File: config.mk
export PLATFORM = sky130hd
export DESIGN_NAME = diagnostic_monitor_logic
export DESIGN_NICKNAME = d
export VERILOG_FILES = /design/src/diagnostic_monitor_logic.v
export VERILOG_INCLUDE_DIRS = /design/src
export SDC_FILE = /design/constraint.sdc
export NUM_CORES = 1
export LEC_CHECK = 0
export ABC_CLOCK_PERIOD_IN_PS = 2260
export BUFFER_PORTS_ARGS = -buffer_cell sky130_fd_sc_hd__buf_2
export CORE_ASPECT_RATIO = 1.25
export CORE_MARGIN = 5
export CORE_UTILIZATION = 49
export CTS_CLUSTER_DIAMETER = 30
export CTS_CLUSTER_SIZE = 28
export DETAILED_ROUTE_END_ITERATION = 6
export PLACE_DENSITY = 0.77
export SLEW_MARGIN = 5
export SYNTH_ARGS = -nofsm -noshare
export SYNTH_HDL_FRONTEND = slang
export SYNTH_SLANG_ARGS = --single-unit
File: constraint.sdc
create_clock -name core_clk -period 2.26 [get_ports core_clk]
set_clock_uncertainty 0.15 [all_clocks]
set_input_delay 0.226 -clock core_clk [delete_from_list [all_inputs] [get_ports core_clk]]
set_output_delay 0.226 -clock core_clk [all_outputs]
set_load 0.05 [all_outputs]
File: src/diag_monitor_defs.vh
// Purpose: Constants for the diagnostic monitor block
// Assumes: core_clk at 25 MHz
// Notes: Times are kept in their own unit, cycle counts derived from them
`ifndef DIAG_MONITOR_DEFS_VH
`define DIAG_MONITOR_DEFS_VH
`define CLK_MHZ 25
`define KEY_CAL_REFRESH 16'hfcba
`define KEY_LOCK 16'h4765
`define KEY_UNLOCK1 16'h896d
`define KEY_UNLOCK2 16'h57ab
`define KEY_BG_CRC 16'h7b3f
`define HALT_SIGNATURE 24'h07dead
`define TICK_DIV 14'd10000
`define BG_CRC_TIME_NS 6000
`define BG_CRC_CYCLES ((`BG_CRC_TIME_NS * `CLK_MHZ) / 1000)
`define CAL_REFRESH_CYCLES 64
`define CAP_TEST_TIME_US 100
`define CAP_TEST_CYCLES (`CAP_TEST_TIME_US * `CLK_MHZ)
`define CAP_SETTLE_CYCLES 16
`define BG_MODE_KEY 2'd0
`define BG_MODE_FRAME 2'd1
`define BG_MODE_CONT 2'd2
`define CAL_CRC_INIT 16'hffff
`define CAL_CRC_POLY 16'h1021
`define DFLAG_W 6
`define DF_CAL_CRC 0
`define DF_INVALID 1
`define DF_BG_CRC 2
`define DF_OSC_STOP 3
`define DF_UNREFRESHED 4
`define DF_SLEW_BUSY 5
`define AFLAG_W 7
`define AF_MAIN_TEMP 0
`define AF_DCDC_TEMP 1
`define AF_REF_INPUT_NODE 2
`define AF_REF_OUTPUT_NODE 3
`define AF_LDO 4
`define AF_AVCC 5
`define AF_CAP 6
`endif

File: src/diagnostic_monitor_logic.v
// Purpose: Digital diagnostics: calibration CRC, background CRC, oscillator
//          tick counter, regulator capacitor test, sticky result flags
// Assumes: Analog comparator outputs arrive asynchronously; SPI decode is
//          done elsewhere and gives one-cycle strobes on core_clk
// Notes: Oscillator-stop signature is selected here; a stopped clock cannot
//        run this logic, so the halt indication comes in as a pin
`timescale 1ns/10ps
`include "diag_monitor_defs.vh"

// Operation
// - Refresh starts on refresh key or on any change of the range field.
// - Each refresh computes shadow CRC, sets error flag on reference mismatch.
// - Calibration CRC check enabled after reset, suppressed by clearing enable.
// - During refresh, writes other than readback select or nop flag invalid access.
// - Background CRC runs only while locked; unlocked requests are ignored.
// - On locking, CRC over calibration plus configuration becomes the reference.
// - One background CRC takes about 6 microseconds.
// - Background trigger: key write default, after each valid frame, or continuous.
// - 16-bit tick counter increments at oscillator over 10000, enabled after reset.
// - Halted oscillator sends 0x07dead on serial output when enabled (default).
// - Capacitor test start drives regulator to 2.7 V; fast rise flags missing cap.
// - Capacitor test start bit reads 1 during test, self-clears at its end.
// - Result flags sticky; writing 1 reloads the flag with the live condition.
// - Refresh-pending and slew-busy flags clear by themselves, not by writes.
// - Summary bits: OR of analog flags, OR of digital flags except slew-busy.
// - Temperature comparators always on, four trip settings, set flag and fault.
// - Supply comparators off after reset, enabled by general settings two bits.
// - Reference-input comparator valid only when internal enable bit is set.
// - Each monitored node has its own flag set when leaving its window.
// - Reference-output fault may also set supply, regulator and temperature flags; here it sets only its own flag.
module diagnostic_monitor_logic (
    input wire core_clk,
    input wire arst_n,
    input wire key_write,
    input wire [15:0] key_data,
    input wire reg_write,
    input wire readback_or_nop_write,
    input wire frame_valid,
    input wire [3:0] range_field,
    input wire [15:0] cal_shadow_word,
    input wire [15:0] cal_reference_crc,
    input wire [15:0] config_word,
    input wire calib_crc_enable,
    input wire tick_counter_enable,
    input wire halted_osc_signature_enable,
    input wire [1:0] bg_crc_mode,
    input wire bg_crc_enable,
    input wire regulator_cap_test_request,
    input wire [1:0] temp_trip_select,
    input wire [1:0] supply_comparator_enable,
    input wire internal_enable,
    input wire osc_halted,
    input wire slew_active,
    input wire main_temp_over,
    input wire dcdc_temp_over,
    input wire ref_input_node_bad,
    input wire ref_output_node_bad,
    input wire regulator_output_node_bad,
    input wire internal_analog_supply_bad,
    input wire regulator_at_target,
    input wire [`DFLAG_W-1:0] digital_clear_ones,
    input wire [`AFLAG_W-1:0] analog_clear_ones,
    output reg [`DFLAG_W-1:0] digital_result_flags,
    output reg [`AFLAG_W-1:0] analog_result_flags,
    output wire digital_flags_summary,
    output wire analog_flags_summary,
    output reg [15:0] oscillator_tick_counter,
    output wire regulator_cap_test_start,
    output reg regulator_drive_low_target,
    output reg calib_refresh_busy,
    output reg [5:0] cal_shadow_addr,
    output reg config_locked,
    output reg [15:0] bg_crc_reference,
    output reg [1:0] temp_trip_level,
    output reg [23:0] sdo_override_word,
    output wire sdo_override_enable,
    output wire fault_n
);

    // Synchronise every asynchronous analog or pin level
    localparam NSYNC = 9;
    wire [NSYNC-1:0] async_in = {osc_halted, main_temp_over, dcdc_temp_over,
        ref_input_node_bad, ref_output_node_bad, regulator_output_node_bad,
        internal_analog_supply_bad, regulator_at_target, slew_active};
    reg [NSYNC-1:0] sync1_reg;
    reg [NSYNC-1:0] sync2_reg;
    always @(posedge core_clk or negedge arst_n) begin
        if (!arst_n) begin
            sync1_reg <= {NSYNC{1'b0}};
            sync2_reg <= {NSYNC{1'b0}};
        end else begin
            sync1_reg <= async_in;
            sync2_reg <= sync1_reg;
        end
    end
    wire halt_s = sync2_reg[8];
    wire main_temp_s = sync2_reg[7];
    wire dcdc_temp_s = sync2_reg[6];
    wire ref_input_node_s = sync2_reg[5];
    wire ref_output_node_s = sync2_reg[4];
    wire ldo_s = sync2_reg[3];
    wire avcc_s = sync2_reg[2];
    wire at_target_s = sync2_reg[1];
    wire slew_s = sync2_reg[0];

    // CRC-16 step shared by both checks
    function [15:0] crc_step;
        input [15:0] crc;
        input [15:0] data;
        integer i;
        reg [15:0] c;
        begin
            c = crc ^ data;
            for (i = 0; i < 16; i = i + 1) begin
                c = c[15] ? ((c << 1) ^ `CAL_CRC_POLY) : (c << 1);
            end
            crc_step = c;
        end
    endfunction

    // Calibration refresh walks the shadow words, then compares the CRC
    reg [3:0] range_prev_reg;
    reg [15:0] cal_crc_reg;
    reg cal_done_pulse;
    reg cal_mismatch;
    // The first edge after reset only captures the range, so a nonzero
    // setting at power-up is not mistaken for a change
    reg range_valid_reg;
    wire refresh_start = (key_write && key_data == `KEY_CAL_REFRESH) ||
                         (range_valid_reg && range_field != range_prev_reg);
    always @(posedge core_clk or negedge arst_n) begin
        if (!arst_n) begin
            range_prev_reg <= 4'h0;
            range_valid_reg <= 1'b0;
            calib_refresh_busy <= 1'b0;
            cal_shadow_addr <= 6'h00;
            cal_crc_reg <= `CAL_CRC_INIT;
            cal_done_pulse <= 1'b0;
            cal_mismatch <= 1'b0;
        end else begin
            range_prev_reg <= range_field;
            range_valid_reg <= 1'b1;
            cal_done_pulse <= 1'b0;
            if (refresh_start && !calib_refresh_busy) begin
                calib_refresh_busy <= 1'b1;
                cal_shadow_addr <= 6'h00;
                cal_crc_reg <= `CAL_CRC_INIT;
            end else if (calib_refresh_busy) begin
                cal_crc_reg <= crc_step(cal_crc_reg, cal_shadow_word);
                cal_shadow_addr <= cal_shadow_addr + 6'h01;
                if (cal_shadow_addr == `CAL_REFRESH_CYCLES - 1) begin
                    calib_refresh_busy <= 1'b0;
                    cal_done_pulse <= 1'b1;
                    cal_mismatch <= crc_step(cal_crc_reg, cal_shadow_word) !=
                                    cal_reference_crc;
                end
            end
        end
    end

    // Lock state follows the key sequence
    reg unlock_armed_reg;
    reg lock_crc_pending_reg;
    always @(posedge core_clk or negedge arst_n) begin
        if (!arst_n) begin
            config_locked <= 1'b0;
            unlock_armed_reg <= 1'b0;
        end else if (key_write) begin
            unlock_armed_reg <= (key_data == `KEY_UNLOCK1);
            if (key_data == `KEY_LOCK) begin
                config_locked <= 1'b1;
            end else if (unlock_armed_reg && key_data == `KEY_UNLOCK2) begin
                config_locked <= 1'b0;
            end
        end
    end

    // Background CRC engine; the first run after locking sets the reference
    localparam BG_IDLE = 1'b0;
    localparam BG_RUN = 1'b1;
    reg bg_state_reg;
    reg [7:0] bg_count_reg;
    reg [15:0] bg_crc_reg;
    reg bg_error_pulse;
    wire lock_rise = key_write && key_data == `KEY_LOCK && !config_locked;
    reg bg_trigger;
    always @* begin
        case (bg_crc_mode)
            `BG_MODE_KEY: bg_trigger = key_write && key_data == `KEY_BG_CRC;
            `BG_MODE_FRAME: bg_trigger = frame_valid;
            `BG_MODE_CONT: bg_trigger = bg_crc_enable;
            default: bg_trigger = 1'b0;
        endcase
    end
    always @(posedge core_clk or negedge arst_n) begin
        if (!arst_n) begin
            bg_state_reg <= BG_IDLE;
            bg_count_reg <= 8'h00;
            bg_crc_reg <= `CAL_CRC_INIT;
            bg_crc_reference <= 16'h0000;
            lock_crc_pending_reg <= 1'b0;
            bg_error_pulse <= 1'b0;
        end else begin
            bg_error_pulse <= 1'b0;
            if (lock_rise) begin
                lock_crc_pending_reg <= 1'b1;
            end
            case (bg_state_reg)
                BG_IDLE: begin
                    if (config_locked && (lock_crc_pending_reg || bg_trigger)) begin
                        bg_state_reg <= BG_RUN;
                        bg_count_reg <= 8'h00;
                        bg_crc_reg <= `CAL_CRC_INIT;
                    end
                end
                BG_RUN: begin
                    bg_crc_reg <= crc_step(bg_crc_reg, config_word ^ cal_shadow_word);
                    bg_count_reg <= bg_count_reg + 8'h01;
                    if (!config_locked) begin
                        bg_state_reg <= BG_IDLE;
                    end else if (bg_count_reg == `BG_CRC_CYCLES - 1) begin
                        bg_state_reg <= BG_IDLE;
                        if (lock_crc_pending_reg) begin
                            bg_crc_reference <= bg_crc_reg;
                            lock_crc_pending_reg <= 1'b0;
                        end else begin
                            bg_error_pulse <= bg_crc_reg != bg_crc_reference;
                        end
                    end
                end
                default: bg_state_reg <= BG_IDLE;
            endcase
        end
    end

    // Divide the clock by 10000 to form the tick enable
    reg [13:0] div_reg;
    wire tick = div_reg == `TICK_DIV - 14'd1;
    always @(posedge core_clk or negedge arst_n) begin
        if (!arst_n) begin
            div_reg <= 14'd0;
            oscillator_tick_counter <= 16'h0000;
        end else if (tick_counter_enable) begin
            div_reg <= tick ? 14'd0 : div_reg + 14'd1;
            if (tick) begin
                oscillator_tick_counter <= oscillator_tick_counter + 16'h0001;
            end
        end
    end

    // Capacitor test: time the regulator rise toward its low target
    localparam CAP_IDLE = 2'd0;
    localparam CAP_RISE = 2'd1;
    localparam CAP_SETTLE = 2'd2;
    reg [1:0] cap_state_reg;
    reg [11:0] cap_count_reg;
    reg cap_missing_pulse;
    always @(posedge core_clk or negedge arst_n) begin
        if (!arst_n) begin
            cap_state_reg <= CAP_IDLE;
            cap_count_reg <= 12'h000;
            regulator_drive_low_target <= 1'b0;
            cap_missing_pulse <= 1'b0;
        end else begin
            cap_missing_pulse <= 1'b0;
            case (cap_state_reg)
                CAP_IDLE: begin
                    if (regulator_cap_test_request) begin
                        cap_state_reg <= CAP_RISE;
                        cap_count_reg <= 12'h000;
                        regulator_drive_low_target <= 1'b1;
                    end
                end
                CAP_RISE: begin
                    cap_count_reg <= cap_count_reg + 12'h001;
                    if (at_target_s || cap_count_reg == `CAP_TEST_CYCLES - 1) begin
                        // Fast arrival means no bulk capacitance on the pin
                        cap_missing_pulse <= at_target_s;
                        regulator_drive_low_target <= 1'b0;
                        cap_state_reg <= CAP_SETTLE;
                        cap_count_reg <= 12'h000;
                    end
                end
                CAP_SETTLE: begin
                    cap_count_reg <= cap_count_reg + 12'h001;
                    if (cap_count_reg == `CAP_SETTLE_CYCLES - 1) begin
                        cap_state_reg <= CAP_IDLE;
                    end
                end
                default: cap_state_reg <= CAP_IDLE;
            endcase
        end
    end
    assign regulator_cap_test_start = cap_state_reg != CAP_IDLE;

    // Live fault conditions feeding the sticky flags
    wire cmp_on = supply_comparator_enable != 2'b00;
    wire [`AFLAG_W-1:0] analog_live;
    assign analog_live[`AF_MAIN_TEMP] = main_temp_s;
    assign analog_live[`AF_DCDC_TEMP] = dcdc_temp_s;
    assign analog_live[`AF_REF_INPUT_NODE] = cmp_on && internal_enable && ref_input_node_s;
    // Reference-output fault sets only its own flag; no other flag is derived from it
    assign analog_live[`AF_REF_OUTPUT_NODE] = cmp_on && ref_output_node_s;
    assign analog_live[`AF_LDO] = cmp_on && ldo_s;
    assign analog_live[`AF_AVCC] = cmp_on && avcc_s;
    assign analog_live[`AF_CAP] = cap_missing_pulse;
    wire [`DFLAG_W-1:0] digital_live;
    assign digital_live[`DF_CAL_CRC] = cal_done_pulse && cal_mismatch && calib_crc_enable;
    assign digital_live[`DF_INVALID] = calib_refresh_busy && reg_write &&
                                       !readback_or_nop_write;
    assign digital_live[`DF_BG_CRC] = bg_error_pulse;
    assign digital_live[`DF_OSC_STOP] = halt_s && halted_osc_signature_enable;
    assign digital_live[`DF_UNREFRESHED] = calib_refresh_busy;
    assign digital_live[`DF_SLEW_BUSY] = slew_s;

    // Sticky flags: event set wins; writing 1 reloads the live value
    always @(posedge core_clk or negedge arst_n) begin
        if (!arst_n) begin
            digital_result_flags <= {`DFLAG_W{1'b0}};
            analog_result_flags <= {`AFLAG_W{1'b0}};
            temp_trip_level <= 2'd0;
        end else begin
            temp_trip_level <= temp_trip_select;
            analog_result_flags <= analog_live |
                (analog_result_flags & ~analog_clear_ones);
            digital_result_flags <= digital_live |
                (digital_result_flags & ~digital_clear_ones);
            digital_result_flags[`DF_UNREFRESHED] <= calib_refresh_busy;
            digital_result_flags[`DF_SLEW_BUSY] <= slew_s;
        end
    end

    assign digital_flags_summary = |(digital_result_flags &
        ~({{(`DFLAG_W-1){1'b0}}, 1'b1} << `DF_SLEW_BUSY));
    assign analog_flags_summary = |analog_result_flags;
    assign fault_n = !(analog_result_flags[`AF_MAIN_TEMP] ||
        analog_result_flags[`AF_DCDC_TEMP]);

    // Serial output signature while the oscillator is seen halted
    always @(posedge core_clk or negedge arst_n) begin
        if (!arst_n) begin
            sdo_override_word <= 24'h000000;
        end else begin
            sdo_override_word <= `HALT_SIGNATURE;
        end
    end
    assign sdo_override_enable = halt_s && halted_osc_signature_enable;

endmodule

==> metrics.txt <==
clock sink count=154; fillers=about 1,300; critical path startpoint category=register; Post-synth top flop=dfrtp_1; CTS Buf Count=17; number of diodes=0; most frequent cells in the layout=buf_2 (179), dfrtp_1 (122), xnor2_1 (95); Setup TNS Final=-0.2409 ns; Cell Pwr Density=between 1500 and 2000 nW/um2; Routed Antenna Nets=0; synth-to-layout area growth=35.08%; share of cells above drive strength 1=38.79%; Comb pwr share=63.9%; worst-path maximum fanout=4; cell row count=53; cell area after layout=approximately 11,000 um2; RSZ-0062 raised after global routing=yes; endpoints failing hold=0; core area=16,710 um2; worst reg-to-reg setup slack=-0.24 ns; HP Start=key_data[14]; RR Endpoint=cal_mismatch; Starting Density=49.54%; Clock Tree Root=clkbuf_16; reported max-cap violation count=0; routed via count=between 6,000 and 7,000; Final Non-Filler Cells=1,282; 1st-pass router iterations=4; crit path DAT=2.64 ns; H-tree levels=4; global-route wire length before repair=~33 mm; final worst-path setup slack=-0.2409 ns; Final Setup Violations=1; final worst path period share=110.7%; number of synthesis warnings=0; Seq pwr share=~22%; Tot GR Track Use=20.60%; failing checks=negative setup slack; Die Span Y=155.3 um; vias in the first global route=6,804; Ports=193; CP Capture Type=register; Inst Count DP=1,206; f_max=0.3999 GHz; Post-synth EDFFs=0; power share of the clock group=14.5%; Psw=7.941 mW; min Tclk post-route=roughly 2.5 ns; drt drc=0; Detail Placement HPWL=14.81 mm; sink of the worst hold path=unlock_armed_reg; worst ir drop on vdd=0.9826 mV; sequential area share after synthesis=between 40% and 50%; Req. time, crit path=~2.4 ns; Port Buffers=180; Pint=around 13 mW; largest net degree at the start of global routing=70; share of the core filled with cells=approximately two thirds; clk_lat worst skew=0.41 ns; initial antenna violation count=1; final WL=between 15 and 20 mm; outcome=finished with violations; type of the most critical hold path=in2reg; commonest non-fill, non-tap cell in the layout=buf_2; die width=126.3 um; wire per inst=15.59 um; Slew Limit Fails=0; hold path cells=3; reg2reg start=cal_crc_reg[14]; Syn Inst Count=around 760; #FFs+latches synth=154; CTS tree=done; cell area after synthesis=roughly 8300 um2; clock-pin transition on the worst setup and hold timing paths=0.06 ns; DR iter-0 viols=around 210; Cell Area, Placed=approximately 10000 um2; Synth Area per Inst=approximately 11 um2; fin nets=1,167; global route total overflow=0; Switching Fraction=38.32%; worst reg-to-reg path cell count=8; Worst Setup Path Type=reg2reg; Leakage=5.340 nW; GPL Wtd Cong=a little over 0.8; Synth cell types=54; vias per inst=4.995; asr flop ratio synth=between 90% and 100%; Tot Pwr=20.72 mW; Longest Clk Path Bufs=2; Die ar.=19,610 um2
[repair_timing]
item | in CTS | in global routing
gates cloned | 0 | 0
resized for setup | 4 | 22
setup buffers | 0 | 6
setup endpoints to repair | 5 | 38
endpoints found under the hold margin | 97 | 0
hold buffers | 38 | 0
pin swaps | 4 | 13
[cell usage after synthesis (4+ instances only)]
cell type,n,share of area (%)
xnor2_4,4,1.3
xnor2_1,106,11
nand4_1,10,0.76
nand2_1,55,2.5
a21o_1,5,0.45
nor4_1,5,0.38
and3_1,9,0.68
dfrtp_1,122,37
buf_4,24,2.2
a22oi_1,11,1.0
nor2_1,45,2.0
nor3b_1,7,0.63
mux2i_1,4,0.48
o21ai_0,32,1.9
clkbuf_1,19,0.86
nand3_1,29,1.8
nor3_1,27,1.6
and2_1,4,0.30
xor2_1,56,5.9
and4_1,6,0.63
xnor2_2,19,3.7
mux2_2,18,2.4
a2bb2oi_1,4,0.42
dfstp_2,32,10
ha_1,10,1.5
inv_1,22,1.0
a21oi_1,20,1.2
[worst max-delay path, cell delays in order (launching register included)]
cell       delay, ns
dfstp_2         0.58
xnor2_4         0.12
xnor3_1         0.45
xnor2_2         0.27
nor3b_2         0.26
o22ai_2         0.12
a2111oi_2       0.21
buf_4           0.16
a31oi_1         0.06
[layer usage]
layer  GRT usage (%)  wire [um]
met5               0          7
met4           8.176        653
met3           5.495       1072
met2           37.61      10670
met1           22.66       7591
[power groups by stage]
stage          Combinational [mW]  Clock, mW  Sequential (mW)
5_1_grt                      14.3       3.21             4.57
3_3_place_gp                 12.0          0             4.45
4_1_cts                      12.4       3.07             4.45
2_1_floorplan                7.99          0             4.72
3_5_place_dp                 12.2          0             4.49
6_report                     13.2       3.00             4.47
[cell families after synthesis]
| group | synth area share, % |
|---|---|
| other | 0.09071 |
| AND/OR/NAND/NOR | 13.37 |
| adder cells (fa/ha/maj) | 1.511 |
| multiplexers | 2.932 |
| flip-flops | 47.03 |
| AO/OA/AOI/OAI | 6.740 |
| XOR/XNOR | 24.29 |
| buffers and inverters | 4.035 |
[worst max path at each step]
stage                    start      endpoint  slack (ns)  depth (start not counted)
2_1_floorplan  cal_crc_reg[14]  cal_mismatch       -0.08                          7
6_report       cal_crc_reg[14]  cal_mismatch       -0.24                          8
3_5_place_dp   cal_crc_reg[14]  cal_mismatch       -0.27                          8
4_1_cts        cal_crc_reg[14]  cal_mismatch       -0.18                          8
5_1_grt        cal_crc_reg[14]  cal_mismatch       -0.37                          8
3_3_place_gp    cal_crc_reg[9]  cal_mismatch       -0.21                          8
[layout make-up]
| type | instances | area [um2] | share of cell area, % |
|---|---|---|---|
| sequential | 154 | 3894 | 34.82 |
| tap | 220 | 275.3 | 2.461 |
| inverter | 22 | 86.33 | 0.7720 |
| timing repair buffer | 308 | 2013 | 18.00 |
| multi-input combinational | 546 | 4290 | 38.36 |
| clock inverter | 15 | 198.9 | 1.779 |
| clock buffer | 17 | 425.4 | 3.804 |
[metrics by stage]
stage / hold WS [ns] / setup slack [ns]
2_1_floorplan: -0.2196 / -0.08183
3_3_place_gp: 0.03724 / -0.2083
3_5_place_dp: 0.03963 / -0.2652
4_1_cts: 0.01459 / -0.1787
5_1_grt: 0.04008 / -0.3684
6_report: 0.03837 / -0.2409
(Power assumes the default switching activity.)
